$ cat config.mk
export PLATFORM = sky130hd
export DESIGN_NAME = tsm_status_mask
export DESIGN_NICKNAME = d
export VERILOG_FILES = /design/src/rtl/tsm_pkg.sv /design/src/rtl/tsm_sat_counter.sv /design/src/rtl/tsm_status_mask.sv
export VERILOG_INCLUDE_DIRS = /design/src /design/src/rtl
export SDC_FILE = /design/constraint.sdc
export NUM_CORES = 1
export LEC_CHECK = 0
export CAP_MARGIN = 10
export CORE_ASPECT_RATIO = 0.7
export CORE_UTILIZATION = 57
export DETAILED_ROUTE_END_ITERATION = 8
export DONT_BUFFER_PORTS = 1
export PLACE_DENSITY = 0.75
export SYNTH_ARGS = -nofsm -noshare
export SYNTH_HDL_FRONTEND = slang
export SYNTH_SLANG_ARGS = --single-unit
$ cat constraint.sdc
create_clock -name core_clk_i -period 1.9 [get_ports core_clk_i]
set_input_delay 0.285 -clock core_clk_i [delete_from_list [all_inputs] [get_ports core_clk_i]]
set_output_delay 0.285 -clock core_clk_i [all_outputs]
set_load 0.02 [all_outputs]
$ cat src/rtl/tsm_regs.svh
`ifndef TSM_REGS_SVH
`define TSM_REGS_SVH

`define TSM_ADDR_STATUS_TWO 8'h21
`define TSM_ADDR_LV_HIGH 8'h23
`define TSM_ADDR_LV_LOW 8'h24
`define TSM_ADDR_PATH_HIGH 8'h25
`define TSM_ADDR_PATH_LOW 8'h26
`define TSM_ADDR_MASK_TWO 8'h6f
`define TSM_ADDR_MASK_ONE 8'h7f

`define TSM_BIT_RX_MF 7
`define TSM_BIT_TX_MF 6
`define TSM_BIT_SEC 5
`define TSM_BIT_RX_FULL 4
`define TSM_BIT_TX_EMPTY 3
`define TSM_BIT_MATCH 2
`define TSM_BIT_ABORT 1
`define TSM_BIT_SYNC_LOST 0

`define TSM_MASK_RESET 8'h00
`define TSM_STATUS_RESET 8'h00
`define TSM_READ_IDLE 8'h00

`define TSM_SEC_SHORT_MS 999
`define TSM_SEC_LONG_MS 1002
`define TSM_RX_RATE_KHZ 1544
`define TSM_SEC_SHORT_CYC (`TSM_SEC_SHORT_MS * `TSM_RX_RATE_KHZ)
`define TSM_SEC_LONG_CYC (`TSM_SEC_LONG_MS * `TSM_RX_RATE_KHZ)

`define TSM_ZERO_RUN_PLAIN 16
`define TSM_ZERO_RUN_B8ZS 8
`define TSM_ABORT_ONES 8
`define TSM_LV_WIDTH 16
`define TSM_PATH_WIDTH 12

`endif

$ cat src/rtl/tsm_pkg.sv
package tsm_pkg;
    typedef enum logic [1:0] {
        SEC_FIRST,
        SEC_SECOND,
        SEC_THIRD
    } tsm_sec_phase_t;
    typedef logic [7:0] tsm_byte_t;
endpackage

$ cat src/rtl/tsm_sat_counter.sv
`timescale 1ns/1ns
module tsm_sat_counter #(
    parameter int WIDTH = 16
) (
    input wire logic core_clk_i,
    input wire logic rst_n_i,
    input wire logic inc_i,
    input wire logic tick_i,
    output logic [WIDTH-1:0] held_o
);
    logic [WIDTH-1:0] acc_r;
    logic [WIDTH-1:0] held_r;
    logic [WIDTH-1:0] acc_nxt;

    // An error in the tick cycle opens the new second
    always_comb begin
        if (tick_i) begin
            acc_nxt = {{(WIDTH-1){1'b0}}, inc_i};
        end else if (inc_i && acc_r != {WIDTH{1'b1}}) begin
            acc_nxt = acc_r + {{(WIDTH-1){1'b0}}, 1'b1};
        end else begin
            acc_nxt = acc_r;
        end
    end

    always_ff @(posedge core_clk_i) begin
        if (!rst_n_i) begin
            acc_r <= '0;
        end else begin
            acc_r <= acc_nxt;
        end
    end

    always_ff @(posedge core_clk_i) begin
        if (!rst_n_i) begin
            held_r <= '0;
        end else if (tick_i) begin
            held_r <= acc_r;
        end
    end

    assign held_o = held_r;

    chk_hold_latch: assert property (@(posedge core_clk_i)
        disable iff (!rst_n_i) tick_i |=> held_r == $past(acc_r))
        else $error("held count not latched on tick");
    chk_sat_stop: assert property (@(posedge core_clk_i)
        disable iff (!rst_n_i)
        acc_r == {WIDTH{1'b1}} && !tick_i |=> acc_r == {WIDTH{1'b1}})
        else $error("counter wrapped past maximum");
    chk_held_stable: assert property (@(posedge core_clk_i)
        disable iff (!rst_n_i) !tick_i |=> $stable(held_r))
        else $error("held count changed between ticks");
endmodule // tsm_sat_counter

$ cat src/rtl/tsm_status_mask.sv
`timescale 1ns/1ns
`include "tsm_regs.svh"
module tsm_status_mask
    import tsm_pkg::*;
#(
    parameter int SEC_SHORT_CYC = `TSM_SEC_SHORT_CYC,
    parameter int SEC_LONG_CYC = `TSM_SEC_LONG_CYC,
    parameter int LV_WIDTH = `TSM_LV_WIDTH,
    parameter int PATH_WIDTH = `TSM_PATH_WIDTH
) (
    input wire logic core_clk_i,
    input wire logic rst_n_i,
    input wire logic [7:0] addr_i,
    input wire logic wr_i,
    input wire logic rd_i,
    input wire logic [7:0] wdata_i,
    output logic [7:0] rdata_o,
    input wire logic rx_clk_en_i,
    input wire logic rx_mf_bound_i,
    input wire logic tx_mf_bound_i,
    input wire logic rx_link_bit_en_i,
    input wire logic rx_link_bit_i,
    input wire logic tx_link_empty_i,
    input wire logic [7:0] link_match_byte_a_i,
    input wire logic [7:0] link_match_byte_b_i,
    input wire logic [7:0] status_one_i,
    input wire logic bpv_i,
    input wire logic b8zs_code_i,
    input wire logic rx_bit_zero_i,
    input wire logic crc_err_i,
    input wire logic ft_err_i,
    input wire logic fs_err_i,
    input wire logic excess_zero_en_i,
    input wire logic b8zs_en_i,
    input wire logic esf_mode_i,
    input wire logic count_fs_i,
    output logic [7:0] rx_link_byte_o,
    output logic one_second_tick_o,
    output logic irq_out_one_n_o,
    output logic irq_out_two_n_o
);
    localparam logic [4:0] ZRUN_PLAIN = 5'(`TSM_ZERO_RUN_PLAIN);
    localparam logic [4:0] ZRUN_B8ZS = 5'(`TSM_ZERO_RUN_B8ZS);
    localparam logic [3:0] ABORT_ONES = 4'(`TSM_ABORT_ONES);

    tsm_byte_t status_two_r;
    tsm_byte_t status_two_nxt;
    tsm_byte_t status_set;
    tsm_byte_t interrupt_mask_one_r;
    tsm_byte_t interrupt_mask_two_r;
    tsm_byte_t rdata_r;
    tsm_byte_t rdata_nxt;
    tsm_byte_t link_shift_r;
    tsm_byte_t link_shift_nxt;
    tsm_byte_t rx_link_byte_r;
    logic [2:0] link_bits_r;
    logic [3:0] ones_run_r;
    logic [4:0] zero_run_r;
    logic [31:0] sec_count_r;
    tsm_sec_phase_t sec_phase_r;
    logic sec_tick;
    logic sec_tick_r;
    logic [31:0] sec_limit;
    logic byte_done;
    logic match_hit;
    logic abort_hit;
    logic zero_hit;
    logic lv_inc;
    logic path_inc;
    logic irq_one_n_r;
    logic irq_two_n_r;
    logic [LV_WIDTH-1:0] lv_held;
    logic [PATH_WIDTH-1:0] path_held;

    // One-second timer paced by the receive line clock
    always_comb begin
        unique case (sec_phase_r)
            SEC_FIRST: sec_limit = SEC_SHORT_CYC - 1;
            SEC_SECOND: sec_limit = SEC_SHORT_CYC - 1;
            SEC_THIRD: sec_limit = SEC_LONG_CYC - 1;
            default: sec_limit = SEC_SHORT_CYC - 1;
        endcase
    end

    assign sec_tick = rx_clk_en_i && sec_count_r == sec_limit;

    always_ff @(posedge core_clk_i) begin
        if (!rst_n_i) begin
            sec_count_r <= '0;
            sec_phase_r <= SEC_FIRST;
        end else if (sec_tick) begin
            sec_count_r <= '0;
            unique case (sec_phase_r)
                SEC_FIRST: sec_phase_r <= SEC_SECOND;
                SEC_SECOND: sec_phase_r <= SEC_THIRD;
                SEC_THIRD: sec_phase_r <= SEC_FIRST;
                default: sec_phase_r <= SEC_FIRST;
            endcase
        end else if (rx_clk_en_i) begin
            sec_count_r <= sec_count_r + 32'h1;
        end
    end

    always_ff @(posedge core_clk_i) begin
        if (!rst_n_i) begin
            sec_tick_r <= 1'b0;
        end else begin
            sec_tick_r <= sec_tick;
        end
    end

    // Receive link bits arrive least significant first
    assign link_shift_nxt = {rx_link_bit_i, link_shift_r[7:1]};
    assign byte_done = rx_link_bit_en_i && link_bits_r == 3'h7;
    assign match_hit = byte_done &&
        (link_shift_nxt == link_match_byte_a_i ||
         link_shift_nxt == link_match_byte_b_i);
    assign abort_hit = rx_link_bit_en_i && rx_link_bit_i &&
        ones_run_r == ABORT_ONES - 4'h1;

    always_ff @(posedge core_clk_i) begin
        if (!rst_n_i) begin
            link_shift_r <= '0;
            link_bits_r <= '0;
        end else if (rx_link_bit_en_i) begin
            link_shift_r <= link_shift_nxt;
            link_bits_r <= link_bits_r + 3'h1;
        end
    end

    always_ff @(posedge core_clk_i) begin
        if (!rst_n_i) begin
            rx_link_byte_r <= '0;
        end else if (byte_done) begin
            rx_link_byte_r <= link_shift_nxt;
        end
    end

    // Run stops at eight so a long abort flags only once
    always_ff @(posedge core_clk_i) begin
        if (!rst_n_i) begin
            ones_run_r <= '0;
        end else if (rx_link_bit_en_i) begin
            if (!rx_link_bit_i) begin
                ones_run_r <= '0;
            end else if (ones_run_r != ABORT_ONES) begin
                ones_run_r <= ones_run_r + 4'h1;
            end
        end
    end

    // Status flags: hardware set wins over clear-on-read
    always_comb begin
        status_set = '0;
        status_set[`TSM_BIT_RX_MF] = rx_mf_bound_i;
        status_set[`TSM_BIT_TX_MF] = tx_mf_bound_i;
        status_set[`TSM_BIT_SEC] = sec_tick;
        status_set[`TSM_BIT_RX_FULL] = byte_done;
        status_set[`TSM_BIT_TX_EMPTY] = tx_link_empty_i;
        status_set[`TSM_BIT_MATCH] = match_hit;
        status_set[`TSM_BIT_ABORT] = abort_hit;
        status_two_nxt = status_two_r;
        if (rd_i && addr_i == `TSM_ADDR_STATUS_TWO) begin
            status_two_nxt = '0;
        end
        status_two_nxt = status_two_nxt | status_set;
    end

    always_ff @(posedge core_clk_i) begin
        if (!rst_n_i) begin
            status_two_r <= `TSM_STATUS_RESET;
        end else begin
            status_two_r <= status_two_nxt;
        end
    end

    // Bit zero of mask two is unassigned and held at zero
    always_ff @(posedge core_clk_i) begin
        if (!rst_n_i) begin
            interrupt_mask_one_r <= `TSM_MASK_RESET;
            interrupt_mask_two_r <= `TSM_MASK_RESET;
        end else if (wr_i) begin
            if (addr_i == `TSM_ADDR_MASK_ONE) begin
                interrupt_mask_one_r <= wdata_i;
            end
            if (addr_i == `TSM_ADDR_MASK_TWO) begin
                interrupt_mask_two_r <= {wdata_i[7:1], 1'b0};
            end
        end
    end

    // Interrupts follow the flags one cycle later, active low
    always_ff @(posedge core_clk_i) begin
        if (!rst_n_i) begin
            irq_one_n_r <= 1'b1;
            irq_two_n_r <= 1'b1;
        end else begin
            irq_one_n_r <= ~|(status_one_i & interrupt_mask_one_r);
            irq_two_n_r <= ~|(status_two_r &
                interrupt_mask_two_r);
        end
    end

    // Excessive zeros: one count as the run reaches its length
    always_ff @(posedge core_clk_i) begin
        if (!rst_n_i) begin
            zero_run_r <= '0;
        end else if (rx_clk_en_i) begin
            if (!rx_bit_zero_i) begin
                zero_run_r <= '0;
            end else if (zero_run_r != ZRUN_PLAIN) begin
                zero_run_r <= zero_run_r + 5'h1;
            end
        end
    end

    assign zero_hit = excess_zero_en_i && rx_clk_en_i && rx_bit_zero_i &&
        zero_run_r == (b8zs_en_i ? ZRUN_B8ZS : ZRUN_PLAIN) - 5'h1;
    // No sync-loss term here: the line count never pauses
    assign lv_inc = (bpv_i && !(b8zs_en_i && b8zs_code_i))
        || zero_hit;
    assign path_inc = !status_one_i[`TSM_BIT_SYNC_LOST] &&
        (esf_mode_i ? crc_err_i
                    : (ft_err_i || (count_fs_i && fs_err_i)));

    tsm_sat_counter #(
        .WIDTH(LV_WIDTH)
    ) u_line_violation_counter (
        .core_clk_i(core_clk_i),
        .rst_n_i(rst_n_i),
        .inc_i(lv_inc),
        .tick_i(sec_tick),
        .held_o(lv_held)
    );

    tsm_sat_counter #(
        .WIDTH(PATH_WIDTH)
    ) u_path_error_counter (
        .core_clk_i(core_clk_i),
        .rst_n_i(rst_n_i),
        .inc_i(path_inc),
        .tick_i(sec_tick),
        .held_o(path_held)
    );

    // Read port; the path high register reads its upper four bits as zero
    always_comb begin
        rdata_nxt = `TSM_READ_IDLE;
        unique case (addr_i)
            `TSM_ADDR_STATUS_TWO: rdata_nxt = status_two_r;
            `TSM_ADDR_LV_HIGH: rdata_nxt = lv_held[15:8];
            `TSM_ADDR_LV_LOW: rdata_nxt = lv_held[7:0];
            `TSM_ADDR_PATH_HIGH:
                rdata_nxt = {4'h0, path_held[11:8]};
            `TSM_ADDR_PATH_LOW: rdata_nxt = path_held[7:0];
            `TSM_ADDR_MASK_TWO: rdata_nxt = interrupt_mask_two_r;
            `TSM_ADDR_MASK_ONE: rdata_nxt = interrupt_mask_one_r;
            default: rdata_nxt = `TSM_READ_IDLE;
        endcase
    end

    always_ff @(posedge core_clk_i) begin
        if (!rst_n_i) begin
            rdata_r <= `TSM_READ_IDLE;
        end else if (rd_i) begin
            rdata_r <= rdata_nxt;
        end
    end

    assign rdata_o = rdata_r;
    assign rx_link_byte_o = rx_link_byte_r;
    assign one_second_tick_o = sec_tick_r;
    assign irq_out_one_n_o = irq_one_n_r;
    assign irq_out_two_n_o = irq_two_n_r;

    chk_rx_mf_flag: assert property (@(posedge core_clk_i)
        disable iff (!rst_n_i) rx_mf_bound_i |=> status_two_r[7])
        else $error("receive multiframe flag not set");
    chk_tx_mf_flag: assert property (@(posedge core_clk_i)
        disable iff (!rst_n_i) tx_mf_bound_i |=> status_two_r[6])
        else $error("transmit multiframe flag not set");
    chk_sec_interval: assert property (@(posedge core_clk_i)
        disable iff (!rst_n_i)
        sec_tick |=> sec_count_r == '0 && status_two_r[5])
        else $error("second tick did not restart timer");
    chk_full_flag: assert property (@(posedge core_clk_i)
        disable iff (!rst_n_i)
        byte_done |=> status_two_r[4] &&
        rx_link_byte_r == $past(link_shift_nxt))
        else $error("link byte not captured with full flag");
    chk_empty_flag: assert property (@(posedge core_clk_i)
        disable iff (!rst_n_i) tx_link_empty_i |=> status_two_r[3])
        else $error("transmit empty flag not set");
    chk_match_flag: assert property (@(posedge core_clk_i)
        disable iff (!rst_n_i)
        byte_done && link_shift_nxt == link_match_byte_a_i
        |=> status_two_r[2])
        else $error("match flag not set");
    chk_match_b_flag: assert property (@(posedge core_clk_i)
        disable iff (!rst_n_i)
        byte_done && link_shift_nxt == link_match_byte_b_i
        |=> status_two_r[2])
        else $error("second match byte not flagged");
    chk_set_wins: assert property (@(posedge core_clk_i)
        disable iff (!rst_n_i)
        rd_i && addr_i == `TSM_ADDR_STATUS_TWO
        |=> (status_two_r & $past(status_set)) == $past(status_set))
        else $error("status set lost to clear on read");
    chk_abort_flag: assert property (@(posedge core_clk_i)
        disable iff (!rst_n_i) abort_hit |=> status_two_r[1])
        else $error("abort flag not set");
    chk_mask_zero: assert property (@(posedge core_clk_i)
        disable iff (!rst_n_i) !interrupt_mask_two_r[0] && !status_two_r[0])
        else $error("unassigned bit became set");
    chk_irq_one_gate: assert property (@(posedge core_clk_i)
        disable iff (!rst_n_i)
        |(status_one_i & interrupt_mask_one_r) |=> !irq_out_one_n_o)
        else $error("first interrupt not asserted");
    chk_irq_two_hold: assert property (@(posedge core_clk_i)
        disable iff (!rst_n_i)
        ##1 irq_out_two_n_o == !$past(|(status_two_r & interrupt_mask_two_r)))
        else $error("second interrupt disagrees with flags");
    chk_full_irq: assert property (@(posedge core_clk_i)
        disable iff (!rst_n_i)
        byte_done && interrupt_mask_two_r[4] && !wr_i |=> ##1 !irq_out_two_n_o)
        else $error("buffer full did not raise interrupt");
    chk_path_halt: assert property (@(posedge core_clk_i)
        disable iff (!rst_n_i) status_one_i[0] |-> !path_inc)
        else $error("path error counted while sync lost");
    chk_lv_always: assert property (@(posedge core_clk_i)
        disable iff (!rst_n_i) bpv_i && !b8zs_en_i |-> lv_inc)
        else $error("line violation dropped");
    chk_lv_read: assert property (@(posedge core_clk_i)
        disable iff (!rst_n_i)
        rd_i && addr_i == `TSM_ADDR_LV_LOW |=> rdata_o == $past(lv_held[7:0]))
        else $error("line count low byte misread");
    chk_path_high: assert property (@(posedge core_clk_i)
        disable iff (!rst_n_i) rd_i && addr_i == `TSM_ADDR_PATH_HIGH
        |=> rdata_o == {4'h0, $past(path_held[11:8])})
        else $error("path count high nibble misread");

    cov_sec_tick: cover property (@(posedge core_clk_i) sec_tick);
    cov_match: cover property (@(posedge core_clk_i) match_hit);
    cov_abort: cover property (@(posedge core_clk_i) abort_hit);
    cov_zero_hit: cover property (@(posedge core_clk_i) zero_hit);
    cov_read_set: cover property (@(posedge core_clk_i)
        rd_i && addr_i == `TSM_ADDR_STATUS_TWO && |status_set);
endmodule // tsm_status_mask

# --- Word-level counts from Yosys, hierarchy flattened ---
# Cells that the tools add are included.
classes:
  n_reduce_logical: 32
  eq_ne: 21
  bitwise: 4
  mux: 14
  addsub: 7
ops:
  columns: ["op", "count"]
  rows:
  - ["8-bit one-hot mux with 7 select lines", 1]
  - ["8-bit by 6-bit equality test with 1-bit output, second input constant", 5]
  - ["32-bit by 1-bit adder with 32-bit output, second input constant", 1]
  - ["32-bit equality test", 1]
  - ["16-bit by 1-bit adder with 16-bit output, second input constant", 1]
  - ["8-bit AND", 2]
  - ["8-bit by 7-bit equality test with 1-bit output, second input constant", 2]
  - ["8-bit equality test", 2]
  - ["16-bit != test, second input constant", 1]
  - ["8-bit OR reduction", 2]
  - ["1-bit logical AND", 15]
  - ["5-bit two-way mux", 3]
  - ["13-bit two-way mux", 1]
  - ["12-bit by 1-bit adder with 12-bit output, second input constant", 1]
  - ["12-bit != test, second input constant", 1]
  - ["4-bit two-way mux", 2]
  - ["8-bit two-way mux", 1]
  - ["8-bit bitwise OR", 1]
  - ["2-bit AND reduction", 4]
  - ["5-bit by 1-bit adder with 5-bit output, second input constant", 1]
  - ["5-bit equality test", 1]
  - ["1-bit two-way mux", 5]
  - ["5-bit != test, second input constant", 1]
  - ["5-bit by 1-bit subtractor with 5-bit output, second input constant", 1]
  - ["other kinds (15)", 22]
word_totals:
  inputBits: 60
  wordCells: 98
  register_bits: 152
  out_inout_bits: 19

# --- Depth between registers and ports, before layout ---
# Gate-level depths: netlist (run 1).
depth:
  ltp_word: 8
  mapped_depth: 8
  ltp_nobuf: 7

# --- Modules after synthesis ---
# From an unflattened synthesis (run 1), not the netlist that was laid out.
unflattened:
  cells_unflattened: 807
  area_unflattened_um2: 7307.0
modules_own_cells:
  columns: ["module", "cells_each", "area_per_inst_um2", "seq_area_each_um2", "n_inst"]
  rows:
  - ["tsm_status_mask", 539, 4768.3, 1881.8, 1]
  - ["tsm_sat_counter (u_line_violation_counter)", 159, 1477.7, 640.6, 1]
  - ["tsm_sat_counter (u_path_error_counter)", 109, 1061.0, 480.5, 1]

# --- Worst setup path before layout (run 1) ---
# OpenSTA, ideal clock, no wires.
synth_path:
  path_kind: "flip-flop to flip-flop"
  start: "register zero_run_r[0]"
  end: "register u_line_violation_counter.acc_r[15]"
  synth_period_minus_slack_ps: 1859
  path_slack_ps: 41
  setup_ps: 132
  t_arrival_ps: 1727
  t_required_ps: 1768
  path_buffers: 1
  stages_incl_launch_ff: 8
  cell_sequence: "dfxtp_1 ha_1 nand3_1 a2111oi_4 o21ai_2 buf_6 o41ai_1 a21oi_1"
synth_between:
  elab_chain_cells: 4
synth_lines:
  columns: ["item", "line", "text"]
  rows:
  - ["from (decl)", "tsm_status_mask.sv:58", "logic [4:0] zero_run_r;"]
  - ["from (signal assigned)", "tsm_status_mask.sv:212", "zero_run_r <= zero_run_r + 5'h1;"]
  - ["5-bit equality test", "tsm_status_mask.sv:218", "zero_run_r == (b8zs_en_i ? ZRUN_B8ZS : ZRUN_PLAIN) - 5'h1;"]
  - ["1-bit logical AND", "tsm_status_mask.sv:217", "assign zero_hit = excess_zero_en_i && rx_clk_en_i && rx_bit_zero_i &&"]
  - ["1-bit logical OR", "tsm_status_mask.sv:221", "|| zero_hit;"]
  - ["1-bit logical AND", "tsm_sat_counter.sv:19", "end else if (inc_i && acc_r != {WIDTH{1'b1}}) begin"]
  - ["to (signal assigned)", "tsm_sat_counter.sv:30", "acc_r <= acc_nxt;"]
  - ["to (decl)", "tsm_sat_counter.sv:11", "logic [WIDTH-1:0] acc_r;"]
# Every way passes these cells.
# A chain may end at the register's enable or synchronous reset.

# --- Final worst setup path (run 1) ---
layout_path:
  start: "register sec_count_r[10]"
  end: "register sec_count_r[31]"
layout_between:
  elab_chain_cells: 3
  word_cells_on_any_way: 4
  classes_between: "1 x add/sub; 1 x eq/ne; 2 x reduce/logical"
layout_lines:
  columns: ["item", "line", "text"]
  rows:
  - ["from (decl)", "tsm_status_mask.sv:59", "logic [31:0] sec_count_r;"]
  - ["from (signal assigned)", "tsm_status_mask.sv:100", "sec_count_r <= sec_count_r + 32'h1;"]
  - ["parallel branches: the longest is 3 deep, another holds 32-bit by 1-bit adder with 32-bit output", null, null]
# Several ways; the timed one is not identified.

==> key figures, run 1 <==
Pwr
  – Final Total Pwr: approximately 6.7 mW
  – Maximum ir drop on the vdd rail: 0.000712 V
  – Power per Cell Area: roughly 780 nW/µm²
  – Reported leakage power: 3.36 nW

CTS
  – Maximum clock path buffer count: 2
  – Clock transition at the register clock pins on the worst setup and hold paths after CTS: ~0.070 ns
  – Clk Latency, worst-skew pair: 0.42 ns
  – Number of buffers created by CTS: 17
  – Number of clock sinks: 150
  – Clock tree from TritonCTS: yes
  – H-tree depth: 4
  – Root buf cell: sky130_fd_sc_hd__clkbuf_16

Worst setup path
  – Depth of the worst register-to-register path: 5
  – Setup CP Type: reg2reg
  – Register-to-Register Setup Slack: between 0.02 and 0.025 ns
  – Required time at the worst-slack endpoint: roughly 2.3 ns
  – Endpoint of the worst-slack reg-to-reg timing path: sec_count_r[31]$_SDFFE_PP0P_
  – Arrival time of the worst setup path: 2.23 ns
  – Worst setup EP type: flop
  – Sort of element at the start of the critical path: flop
  – Origin of the critical flop-to-flop path: sec_count_r[10]$_SDFFE_PP0P_
  – Highest net fanout along the worst path: 4
  – CP startpoint: sec_count_r[10]$_SDFFE_PP0P_

Global routing
  – Total grt overflow: 0
  – Pin count of the biggest net entering global routing: 45
  – Antenna violations before repair: 0
  – GR Util All Layers: between 20 and 30%
  – First-pass GRT wire length: approximately 28 mm
  – Via count of the first global-routing pass: 5688

Synthesis
  – Synthesized netlist cell count: 782
  – Proportion of synthesized chip area in sequential cells: a little over two fifths
  – Ranking of synthesized cells by instance count: sky130_fd_sc_hd__dfxtp_1 (150), sky130_fd_sc_hd__nor2_1 (121), sky130_fd_sc_hd__mux2i_1 (56), sky130_fd_sc_hd__nand2_1 (56), sky130_fd_sc_hd__xnor2_1 (40)
  – Largest cells by area after synthesis: sky130_fd_sc_hd__dfxtp_1 (42%), sky130_fd_sc_hd__mux2i_1 (7.8%), sky130_fd_sc_hd__nor2_1 (6.3%)
  – Syn. warnings: 0
  – Number of nets in the synthesized netlist: ~850
  – Synth area leader: sky130_fd_sc_hd__dfxtp_1
  – Top_reg_cell synth: sky130_fd_sc_hd__dfxtp_1
  – Distinct cells, synth: just over 70
  – Share of synthesized flip-flops with an asynchronous set or reset: 0%
  – Number of register bits inferred by synthesis: 150
  – Mapped cell area: about 7200 µm²
  – Top-area cell type share of the netlist area: around two fifths
  – Syn_area_per_cell: 9.18 µm²
  – Dominant cell by count in the synthesized netlist: sky130_fd_sc_hd__dfxtp_1
  – Number of enable flip-flop cells after synthesis: 0

Routing
  – Number of iterations in the first detailed-routing pass: 5
  – Post-detailed-route wirelength per cell: approximately 18 µm
  – # DRC: 0
  – Sum of routed wire length over all layers: ~18 mm
  – DRC marker count from the first detailed-route iteration: 496
  – Number of vias per cell: 6.04
  – Vias after detailed routing: 6109
  – Post-route ant nets: 0

Floorplan
  – Die extent in x: 136 µm
  – Floorplan die height: between 90 and 100 µm
  – Initial cell density of the core: 60.0%
  – Core box area: 12000 µm²
  – Number of primary I/O pins: roughly 80
  – Rows: 33
  – Die area: roughly 13000 µm²

Place
  – Number of placed instances, taps included: roughly 970
  – Final RePlAce weighted congestion: ~0.9
  – Detailed placer's ending HPWL: approximately 12 mm
  – Placed inst area: between 7000 and 8000 µm²
  – Port Buffer Count: 0
  – Post-placement worst setup slack: -0.166 ns

Finish
  – Util after Layout: between 70% and 80%
  – Non-filler instance count after layout: between 1k and 1.5k
  – Diodes inserted: 0
  – Net count, final: a little over 900
  – Fraction of layout instances using a drive strength above 1: a little over a fifth
  – Synthesis-to-finish area growth: 19.3%
  – Cell area after layout: around 8600 µm²

Hold path
  – Min-Delay Path Class: in2reg
  – Hold Startpoint: wdata_i[4]
  – Hold path depth: 2
  – Hold Path Sink: interrupt_mask_one_r[4]$_SDFFE_PN0P_

Timing
  – Slew Limit Headroom: roughly three fifths
  – Final setup violation count: 0
  – Least-Margin Pin Slew: 0.621 ns
  – Setup slack after layout: roughly 0.02 ns
  – Worst hold-check slack: ~0.013 ns
  – Setup clock skew after layout: slightly above 0.009 ns
  – Total negative slack for setup checks: 0 ns
  – Final Max Tran Viols: 0
  – RSZ-0062 raised after global routing: true
  – Final cycle utilization of the critical path: a little over nine tenths
  – Final hold vios: 0
  – Highest attainable clock frequency: around 530 MHz
  – Tmin final: 1.88 ns

Outcome
  – Run status: finished clean

Job
  – Maxcap violations: 0
cells in the final DEF, fill, tap and decap left out, types with 6 or more instances in the layout:
cell type,netlist,final
sky130_fd_sc_hd__xor2_1,21,21
sky130_fd_sc_hd__nand4_1,20,20
sky130_fd_sc_hd__dfxtp_1,150,137
sky130_fd_sc_hd__o211ai_1,8,8
sky130_fd_sc_hd__nor4_1,10,6
sky130_fd_sc_hd__and2_1,9,9
sky130_fd_sc_hd__nor3_1,13,13
sky130_fd_sc_hd__and3_1,12,11
sky130_fd_sc_hd__or3_1,12,11
sky130_fd_sc_hd__mux2i_1,56,56
sky130_fd_sc_hd__inv_1,18,18
sky130_fd_sc_hd__nand3_1,20,17
sky130_fd_sc_hd__dfxtp_2,0,13
sky130_fd_sc_hd__a21oi_1,35,32
sky130_fd_sc_hd__a22oi_1,7,7
sky130_fd_sc_hd__clkbuf_16,0,17
sky130_fd_sc_hd__nor2_1,121,121
sky130_fd_sc_hd__xnor2_1,40,40
sky130_fd_sc_hd__ha_1,9,6
sky130_fd_sc_hd__mux2_2,17,17
sky130_fd_sc_hd__buf_4,4,65
sky130_fd_sc_hd__nand2_1,56,56
sky130_fd_sc_hd__o21ai_0,13,13
worst max path at each step:
stage	end	slack, ns
global route	u_line_violation_counter.acc_r[1]$_SDFFE_PP0P_	-0.02
finish	sec_count_r[31]$_SDFFE_PP0P_	0.02
CTS	u_line_violation_counter.acc_r[13]$_SDFFE_PP0P_	0.004
detailed placement	u_line_violation_counter.acc_r[15]$_SDFFE_PP0P_	-0.17
floorplan	u_line_violation_counter.acc_r[15]$_SDFFE_PP0P_	0.04
global placement	u_line_violation_counter.acc_r[7]$_SDFFE_PP0P_	-0.02
final cells by class:
class	instances	area, µm²
clock buffers	19	443
clock inverters	13	115
repair buffers	75	612
well taps	157	196
multi-input cells	579	4110
fillers	842	3410
inverters	19	71.3
flip-flops and latches	150	3020
routing by layer:
metal  global-route usage [%]  wire [µm]  up-vias
met2                     42.7       8110      226
li1                         -          -     2929
met3                     5.79       1320       19
met4                     9.17        177        0
met1                     39.2       8480     2935
met5                        0          0        -
power by group:
part,switching [mW],internal [mW]
Sequential,0.0324,3.18
Clock,1.43,1.75
Combinational,0.156,0.134
Total,1.62,5.06
cells by family (layout without fill, tap and decap cells):
logic type	Yosys count	in the layout	synth area share, %
AOI/OAI and AO/OA	116	116	11.4
xor gates and xnor gates	61	61	7.44
DFF	150	150	41.8
adders and majority gates	9	9	1.57
and+or+nand+nor	320	320	23.7
muxes	73	73	10.5
buffers and inverters	53	126	3.54
worst max-delay path, cell delays in order, from the launching register on:
cell and delay [ns]:
sky130_fd_sc_hd__dfxtp_1 0.45, sky130_fd_sc_hd__and4_4 0.30, sky130_fd_sc_hd__nand4_4 0.11, sky130_fd_sc_hd__or3_4 0.40, sky130_fd_sc_hd__or3_1 0.38, sky130_fd_sc_hd__a21oi_2 0.16
flip-flops by register name (all words and copies together) (netlist names), 8 cells and up:
name	flops
u_path_error_counter.held_o	12
rdata_o	8
u_line_violation_counter.acc_r	16
rx_link_byte_o	8
interrupt_mask_one_r	8
sec_count_r	32
u_path_error_counter.acc_r	12
u_line_violation_counter.held_o	16
repair_timing:
action / in CTS / in global routing
endpoints found under the setup margin: 11 / 40
setup buffers: 6 / 3
endpoints found under the hold margin: 5 / 1
cloned: 0 / 0
pin swaps: 4 / 9
gates resized for setup: 19 / 32
hold buffers: 4 / 1
(Power assumes the default switching activity.)
==> inputs of run 2 (changes only) <==
--- a/config.mk
+++ b/config.mk
@@ -9,7 +9,9 @@
 export CAP_MARGIN = 10
+export CELL_PAD_IN_SITES_DETAIL_PLACEMENT = 0
+export CELL_PAD_IN_SITES_GLOBAL_PLACEMENT = 1
 export CORE_ASPECT_RATIO = 0.7
-export CORE_UTILIZATION = 57
+export CORE_UTILIZATION = 44
 export DETAILED_ROUTE_END_ITERATION = 8
 export DONT_BUFFER_PORTS = 1
-export PLACE_DENSITY = 0.75
+export PLACE_DENSITY_LB_ADDON = 0.1
 export SYNTH_ARGS = -nofsm -noshare
--- a/constraint.sdc
+++ b/constraint.sdc
@@ -3,2 +3,2 @@
 set_output_delay 0.285 -clock core_clk_i [all_outputs]
-set_load 0.02 [all_outputs]
+set_load 0.05 [all_outputs]
==> run 2 against run 1 <==
Compared with the run above:
- worst hold slack got worse by 0.00068 ns
- sequential share of layout area is 1.4 points lower
- fmax up 0.34%
- routed wire length grew 3.2%
- cell area rose by 3.9%
- non-clock buffer count up 28
- count of clock-buffer cells in the layout unchanged
- highest routed layer unchanged
==> key figures, run 2 (synthesis gave the netlist of run 1 again) <==
CTS
  – Clk Latency, worst-skew pair: 0.43 ns (about the same)
  – Maximum clock path buffer count: 2 (unchanged)
  – Clock transition at the register clock pins on the worst setup and hold paths after CTS: 0.06 ns (about the same)
  – H-tree depth: 4 (unchanged)
  – Number of clock sinks: 150 (unchanged)
  – Root buf cell: sky130_fd_sc_hd__clkbuf_16
  – Clock tree from TritonCTS: yes
  – Number of buffers created by CTS: 17 (unchanged)

Timing
  – Highest attainable clock frequency: 534 MHz (+0.34%)
  – Slew Limit Headroom: 59.0% (+0.86 points)
  – Final setup violation count: 0 (unchanged)
  – Final Max Tran Viols: 0 (unchanged)
  – Tmin final: 1.87 ns (-0.00645 ns)
  – Least-Margin Pin Slew: 0.612 ns (-0.00861 ns)
  – Worst hold-check slack: 0.0125 ns (-0.000681 ns)
  – Setup slack after layout: 0.0265 ns (+0.00645 ns)
  – Final hold vios: 0 (unchanged)
  – Final cycle utilization of the critical path: 98.6% (-0.34 points)
  – Total negative slack for setup checks: 0 ns (unchanged)
  – Setup clock skew after layout: 0.00800 ns (-0.00106 ns)

Finish
  – Highest-count cells in the layout ignoring fill and taps: sky130_fd_sc_hd__dfxtp_1 (142), sky130_fd_sc_hd__nor2_1 (121), sky130_fd_sc_hd__buf_4 (83), sky130_fd_sc_hd__mux2i_1 (56), sky130_fd_sc_hd__nand2_1 (55)
  – Cell area after layout: 8900 µm² (+3.9%)
  – Fraction of layout instances using a drive strength above 1: 21.4% (+0.56 points)
  – Util after Layout: 56.5% (-15 points)
  – Non-filler instance count after layout: 1104 (+9.1%)
  – Top register by number of flip-flops: sec_count_r
  – Synthesis-to-finish area growth: 23.9%
  – Net count, final: 940 (+3.2%)
  – Footprint of the flip-flops and latches: 3010 µm² (-0.21%)
  – Most common cell after layout, fill and taps aside: sky130_fd_sc_hd__dfxtp_1
  – Total area of multi-input combinational cells: 4080 µm² (-0.79%)
  – Diodes inserted: 0 (unchanged)
  – Fillers: 1362 (+62%)
  – Max FFs per register: 32 (unchanged)

Pwr
  – Final Total Pwr: 6.89 mW (+3.2%)
  – Reported leakage power: 3.54 nW (+5.6%)
  – Maximum ir drop on the vdd rail: 0.000504 V (-29%)
  – Power per Cell Area: 774 nW/µm² (-0.70%)

Place
  – Detailed placer's ending HPWL: 13.3 mm (+7.2%)
  – Placed inst area: 7920 µm² (+3.1%)
  – Post-placement worst setup slack: -0.226 ns (-0.0596 ns)
  – Number of placed instances, taps included: 1052 (+8.9%)
  – Final RePlAce weighted congestion: 0.778 (-11%)
  – Port Buffer Count: 0 (unchanged)

Worst setup path
  – End of the critical path: u_line_violation_counter.acc_r[0]$_SDFFE_PN0P_
  – Cell with the largest stage delay on the worst path: sky130_fd_sc_hd__nor4bb_2
  – Sort of element at the start of the critical path: flop
  – CP startpoint: sec_count_r[10]$_SDFFE_PP0P_
  – Depth of the worst register-to-register path: 6 (+1)
  – Endpoint of the worst-slack reg-to-reg timing path: u_line_violation_counter.acc_r[0]$_SDFFE_PN0P_
  – Highest net fanout along the worst path: 8 (+4)
  – Origin of the critical flop-to-flop path: sec_count_r[10]$_SDFFE_PP0P_
  – Longest individual stage delay on the worst path: 0.35 ns (-0.10 ns)
  – Setup CP Type: reg2reg
  – Crit path buffers/inverters: 1 (+1)
  – Register-to-Register Setup Slack: 0.03 ns (about the same)
  – Required time at the worst-slack endpoint: 2.21 ns (-0.04 ns)
  – Critical path depth in cells: 6 (+1)
  – Arrival time of the worst setup path: 2.19 ns (-0.04 ns)
  – Cell family with most CP delay: simple AND/OR/NAND/NOR gates
  – Worst setup EP type: flop
  – Cell-by-cell listing of the critical path: nor4bb_2 -> and4_1 -> o211ai_1 -> buf_4 -> mux2_2 -> a32o_1

Floorplan
  – Initial cell density of the core: 45.6% (-14 points)
  – Die extent in x: 155 µm (+14%)
  – Core box area: 15700 µm² (+31%)
  – Floorplan die height: 109 µm (+14%)
  – Number of primary I/O pins: 79 (unchanged)
  – Rows: 38 (+15%)
  – Die area: 16800 µm² (+29%)

Routing
  – Number of vias per cell: 5.41 (-10%)
  – Post-detailed-route wirelength per cell: 16.9 µm (-5.4%)
  – Vias after detailed routing: 5978 (-2.1%)
  – Sum of routed wire length over all layers: 18.7 mm (+3.2%)
  – # DRC: 0 (unchanged)
  – Number of iterations in the first detailed-routing pass: 5 (unchanged)
  – DRC marker count from the first detailed-route iteration: 399 (-20%)
  – Post-route ant nets: 0 (unchanged)

Global routing
  – Via count of the first global-routing pass: 5554 (-2.4%)
  – GR Util All Layers: 22.3% (-5.6 points)
  – Antenna violations before repair: 1 (+1)
  – Total grt overflow: 0 (unchanged)
  – Pin count of the biggest net entering global routing: 38 (-16%)
  – First-pass GRT wire length: 29.2 mm (+4.3%)

Hold path
  – Min-Delay Path Class: in2reg
  – Hold path depth: 2 (unchanged)

Outcome
  – Run status: finished clean

Job
  – Maxcap violations: 0 (unchanged)
run 2: cell types whose count changed in the layout (fill, tap and decap cells not counted), sizes merged:
| cell | before | now |
|---|---|---|
| dlygate4sd3 | 5 | 13 |
| bufinv | 0 | 2 |
| clkinv | 4 | 7 |
| buf | 70 | 89 |
| o21ai | 17 | 18 |
| clkinvlp | 3 | 2 |
| clkbuf | 19 | 20 |
| inv | 25 | 21 |
run 2: metal layers:
metal | up-vias | GRT usage [%] | wire [µm] | share of wire, %
li1 | 2982 | - | - | -
met1 | 2822 | 34.9 | 10200 | 55
met2 | 155 | 29.8 | 7300 | 39
met3 | 19 | 4.57 | 926 | 5.0
met4 | 0 | 6.72 | 197 | 1.1
met5 | - | 0 | 0 | 0
run 2: layout make-up:
cell class / instances / area share (%)
multi-input cells: 580 / 45.8
flip-flops and latches: 150 / 33.9
repair buffers: 103 / 9.79
clock buffers: 19 / 4.98
well taps: 220 / 3.09
clock inverters: 13 / 1.69
inverters: 19 / 0.801
run 2: power breakdown:
group | internal [mW] | leakage, nW | switching [mW]
Combinational | 0.143 | 2.05 | 0.158
Sequential | 3.18 | 1.21 | 0.0313
Clock | 1.98 | 0.284 | 1.40
Total | 5.30 | 3.54 | 1.59
run 2: how the worst min path moves through the flow:
stage,startpoint,endpoint,slack (ns)
2_1_floorplan,rst_n_i,irq_out_two_n_o$_SDFF_PN1_,0.35
3_3_place_gp,rst_n_i,irq_out_two_n_o$_SDFF_PN1_,0.40
3_5_place_dp,rst_n_i,irq_out_two_n_o$_SDFF_PN1_,0.39
4_1_cts,wdata_i[1],interrupt_mask_two_r[1]$_SDFFE_PN0P_,0.001
5_1_grt,rx_link_bit_en_i,link_shift_r[3]$_SDFFE_PN0P_,0.01
6_report,wdata_i[4],interrupt_mask_two_r[4]$_SDFFE_PN0P_,0.01
run 2: repair_timing:
| action | 4_1_cts | 5_1_grt |
|---|---|---|
| hold buffers | 13 | 0 |
| endpoints found under the setup margin | 92 | 43 |
| hold endpoints to repair | 18 | 0 |
| pin swaps | 4 | 14 |
| cloned | 1 | 1 |
| buffers inserted | 3 | 2 |
| resized for setup | 10 | 32 |
==> inputs of run 3 (changes only) <==
SETUP_SLACK_MARGIN = 0.05   (was default)
SKIP_CTS_REPAIR_TIMING = 1   (was default)
==> run 3 against run 2 <==
Compared with the run above:
- the flow now finishes with violations (negative hold slack, negative setup slack)
- cell area is 1.7% higher
- clock power is 3% higher
- non-clock buffer count is 4 lower
- core utilization is 0.96 points higher
- sequential share of layout area is 0.54 points lower
- sequential power hardly changed
- count of clock-buffer cells in the layout is 1 lower
- fmax is 2.1% lower
- combinational power is 2% higher
==> key figures, run 3 (synthesis gave the netlist of run 1 again) <==
Pwr
  – Switch share: 22.8% (-0.26 points)
  – Power per Cell Area: 772 nW/µm² (-0.30%)
  – Maximum ir drop on the vdd rail: 0.000493 V (-2.3%)
  – Sequential power share: 45.9% (-0.6 points)
  – Net switching power: 1.59 mW (+0.26%)
  – Logic gate share of total power: 4.4% (about the same)
  – Final Total Pwr: 6.99 mW (+1.4%)
  – Power Internal: 5.40 mW (+1.7%)
  – Clock power frac: 49.7% (+0.6 points)
  – Reported leakage power: 3.57 nW (+0.81%)

CTS
  – Maximum clock path buffer count: 2 (unchanged)
  – H-tree depth: 4 (unchanged)
  – Clock transition at the register clock pins on the worst setup and hold paths after CTS: 0.07 ns (about the same)
  – Number of clock sinks: 150 (unchanged)
  – Clk Latency, worst-skew pair: 0.43 ns (about the same)
  – Number of buffers created by CTS: 17 (unchanged)
  – Clock tree from TritonCTS: yes
  – Root buf cell: sky130_fd_sc_hd__clkbuf_16

Routing
  – DRC marker count from the first detailed-route iteration: 374 (-6.3%)
  – Number of vias per cell: 5.50 (+1.6%)
  – Post-route ant nets: 0 (unchanged)
  – Post-detailed-route wirelength per cell: 17.9 µm (+5.9%)
  – Sum of routed wire length over all layers: 19.7 mm (+5.5%)
  – Number of iterations in the first detailed-routing pass: 5 (unchanged)
  – # DRC: 0 (unchanged)
  – Vias after detailed routing: 6054 (+1.3%)

Finish
  – Highest-count cells in the layout ignoring fill and taps: sky130_fd_sc_hd__dfxtp_1 (140), sky130_fd_sc_hd__nor2_1 (121), sky130_fd_sc_hd__buf_4 (79), sky130_fd_sc_hd__nand2_1 (55), sky130_fd_sc_hd__mux2i_1 (54)
  – Most common cell after layout, fill and taps aside: sky130_fd_sc_hd__dfxtp_1
  – Net count, final: 936 (-0.43%)
  – Cell area after layout: 9050 µm² (+1.7%)
  – Max FFs per register: 32 (unchanged)
  – Diodes inserted: 0 (unchanged)
  – Util after Layout: 57.5% (+0.96 points)
  – Fraction of layout instances using a drive strength above 1: 24.4% (+3.1 points)
  – Synthesis-to-finish area growth: 26.1%
  – Top register by number of flip-flops: sec_count_r

Timing
  – RSZ-0062 raised after global routing: true
  – Final hold vios: 2 (+2)
  – Setup clock skew after layout: 0.0106 ns (+0.00265 ns)
  – Total negative slack for setup checks: -0.0225 ns (-0.0225 ns)
  – Slew Limit Headroom: 61.1% (+2.1 points)
  – Tmin final: 1.91 ns (+0.0398 ns)
  – Final cycle utilization of the critical path: 101% (+2.1 points)
  – Worst hold-check slack: -0.0101 ns (-0.0227 ns)
  – Setup slack after layout: -0.0132 ns (-0.0398 ns)
  – Final setup violation count: 2 (+2)
  – Highest attainable clock frequency: 523 MHz (-2.1%)
  – Final Max Tran Viols: 0 (unchanged)
  – Least-Margin Pin Slew: 0.577 ns (-0.0350 ns)

Outcome
  – Violated checks: negative hold slack, negative setup slack
  – Run status: finished with violations

Place
  – Detailed placer's ending HPWL: 13.5 mm (+1.2%)
  – Final RePlAce weighted congestion: 0.804 (+3.3%)
  – Placed inst area: 7900 µm² (-0.19%)
  – Port Buffer Count: 0 (unchanged)

Floorplan
  – Die area: 16800 µm² (unchanged)
  – Rows: 38 (unchanged)
  – Floorplan die height: 109 µm (unchanged)
  – Die extent in x: 155 µm (unchanged)
  – Number of primary I/O pins: 79 (unchanged)
  – Initial cell density of the core: 45.6% (unchanged)
  – Core box area: 15700 µm² (unchanged)

Global routing
  – Global routing met2 resource utilization: 29.8% (+0.032 points)
  – First-pass GRT wire length: 28.9 mm (-0.81%)
  – Top Usage Layer GRT: met1
  – Pin count of the biggest net entering global routing: 38 (unchanged)
  – Met3 track demand over resource: 5.52% (+0.95 points)
  – Via count of the first global-routing pass: 5459 (-1.7%)
  – Antenna violations before repair: 0 (-1)
  – Met1 track demand over resource in global routing: 34.4% (-0.56 points)
  – Total grt overflow: 0 (unchanged)
  – GR Util All Layers: 22.2% (-0.071 points)

Worst setup path
  – Worst setup EP type: flop
  – Arrival time of the worst setup path: 2.27 ns (+0.08 ns)
  – Required time at the worst-slack endpoint: 2.26 ns (+0.05 ns)
  – Setup CP Type: reg2reg
  – Sort of element at the start of the critical path: flop
  – Highest net fanout along the worst path: 6 (-2)

Hold path
  – Min-Delay Path Class: in2reg

Job
  – Maxcap violations: 0 (unchanged)
[run 3: path summary, 6_finish.rpt]
kind / from / end / slack, ns / depth (start not counted)
max: zero_run_r[1]$_SDFFE_PN0P_ / u_line_violation_counter.acc_r[7]$_SDFFE_PP0P_ / -0.01 / 7
min: rx_mf_bound_i / status_two_r[7]$_SDFF_PN0_ / -0.01 / 2
max reg2reg: zero_run_r[1]$_SDFFE_PN0P_ / u_line_violation_counter.acc_r[7]$_SDFFE_PP0P_ / -0.01 / 7
min reg2reg: u_line_violation_counter.held_o[6]$_SDFFE_PN0P_ / u_line_violation_counter.held_o[6]$_SDFFE_PN0P_ / 0.49 / 2
[run 3: layer usage]
metal,vias to the layer above,routed length (µm)
met5,-,0
met4,0,142
met3,14,999
met2,127,7970
met1,2930,10600
li1,2983,-
[run 3: stage by stage]
stage          hold slack [ns]  setup WS [ns]  cells
5_1_grt                0.00101         -0.112   1100
3_5_place_dp             0.394         -0.283   1050
2_1_floorplan            0.347          0.115    782
4_1_cts                -0.0546         -0.301   1082
3_3_place_gp             0.387         -0.255   1050
6_report               -0.0101        -0.0132   1100
[run 3: layout make-up]
cell class	count	area (µm²)
tap	220	275
multi-input combinational	580	4200
timing repair buffer	99	881
fill	1413	6690
clock inverter	14	178
sequential	150	3020
inverter	19	71.3
clock buffer	18	429
[run 3: power by group through the flow]
stage | logic (mW) | clock network (mW) | registers, mW
3_5_place_dp | 0.260 | 0 | 3.27
3_3_place_gp | 0.251 | 0 | 3.27
2_1_floorplan | 0.211 | 0 | 3.27
4_1_cts | 0.262 | 3.54 | 3.20
6_report | 0.306 | 3.47 | 3.21
5_1_grt | 0.333 | 3.68 | 3.21
[run 3: critical path: stages, from the launching register on]
cell,delay (ns)
sky130_fd_sc_hd__dfxtp_2,0.35
sky130_fd_sc_hd__ha_4,0.16
sky130_fd_sc_hd__nand3_4,0.08
sky130_fd_sc_hd__a2111oi_4,0.30
sky130_fd_sc_hd__buf_6,0.19
sky130_fd_sc_hd__o21ai_4,0.11
sky130_fd_sc_hd__or4_1,0.52
sky130_fd_sc_hd__a21oi_1,0.13
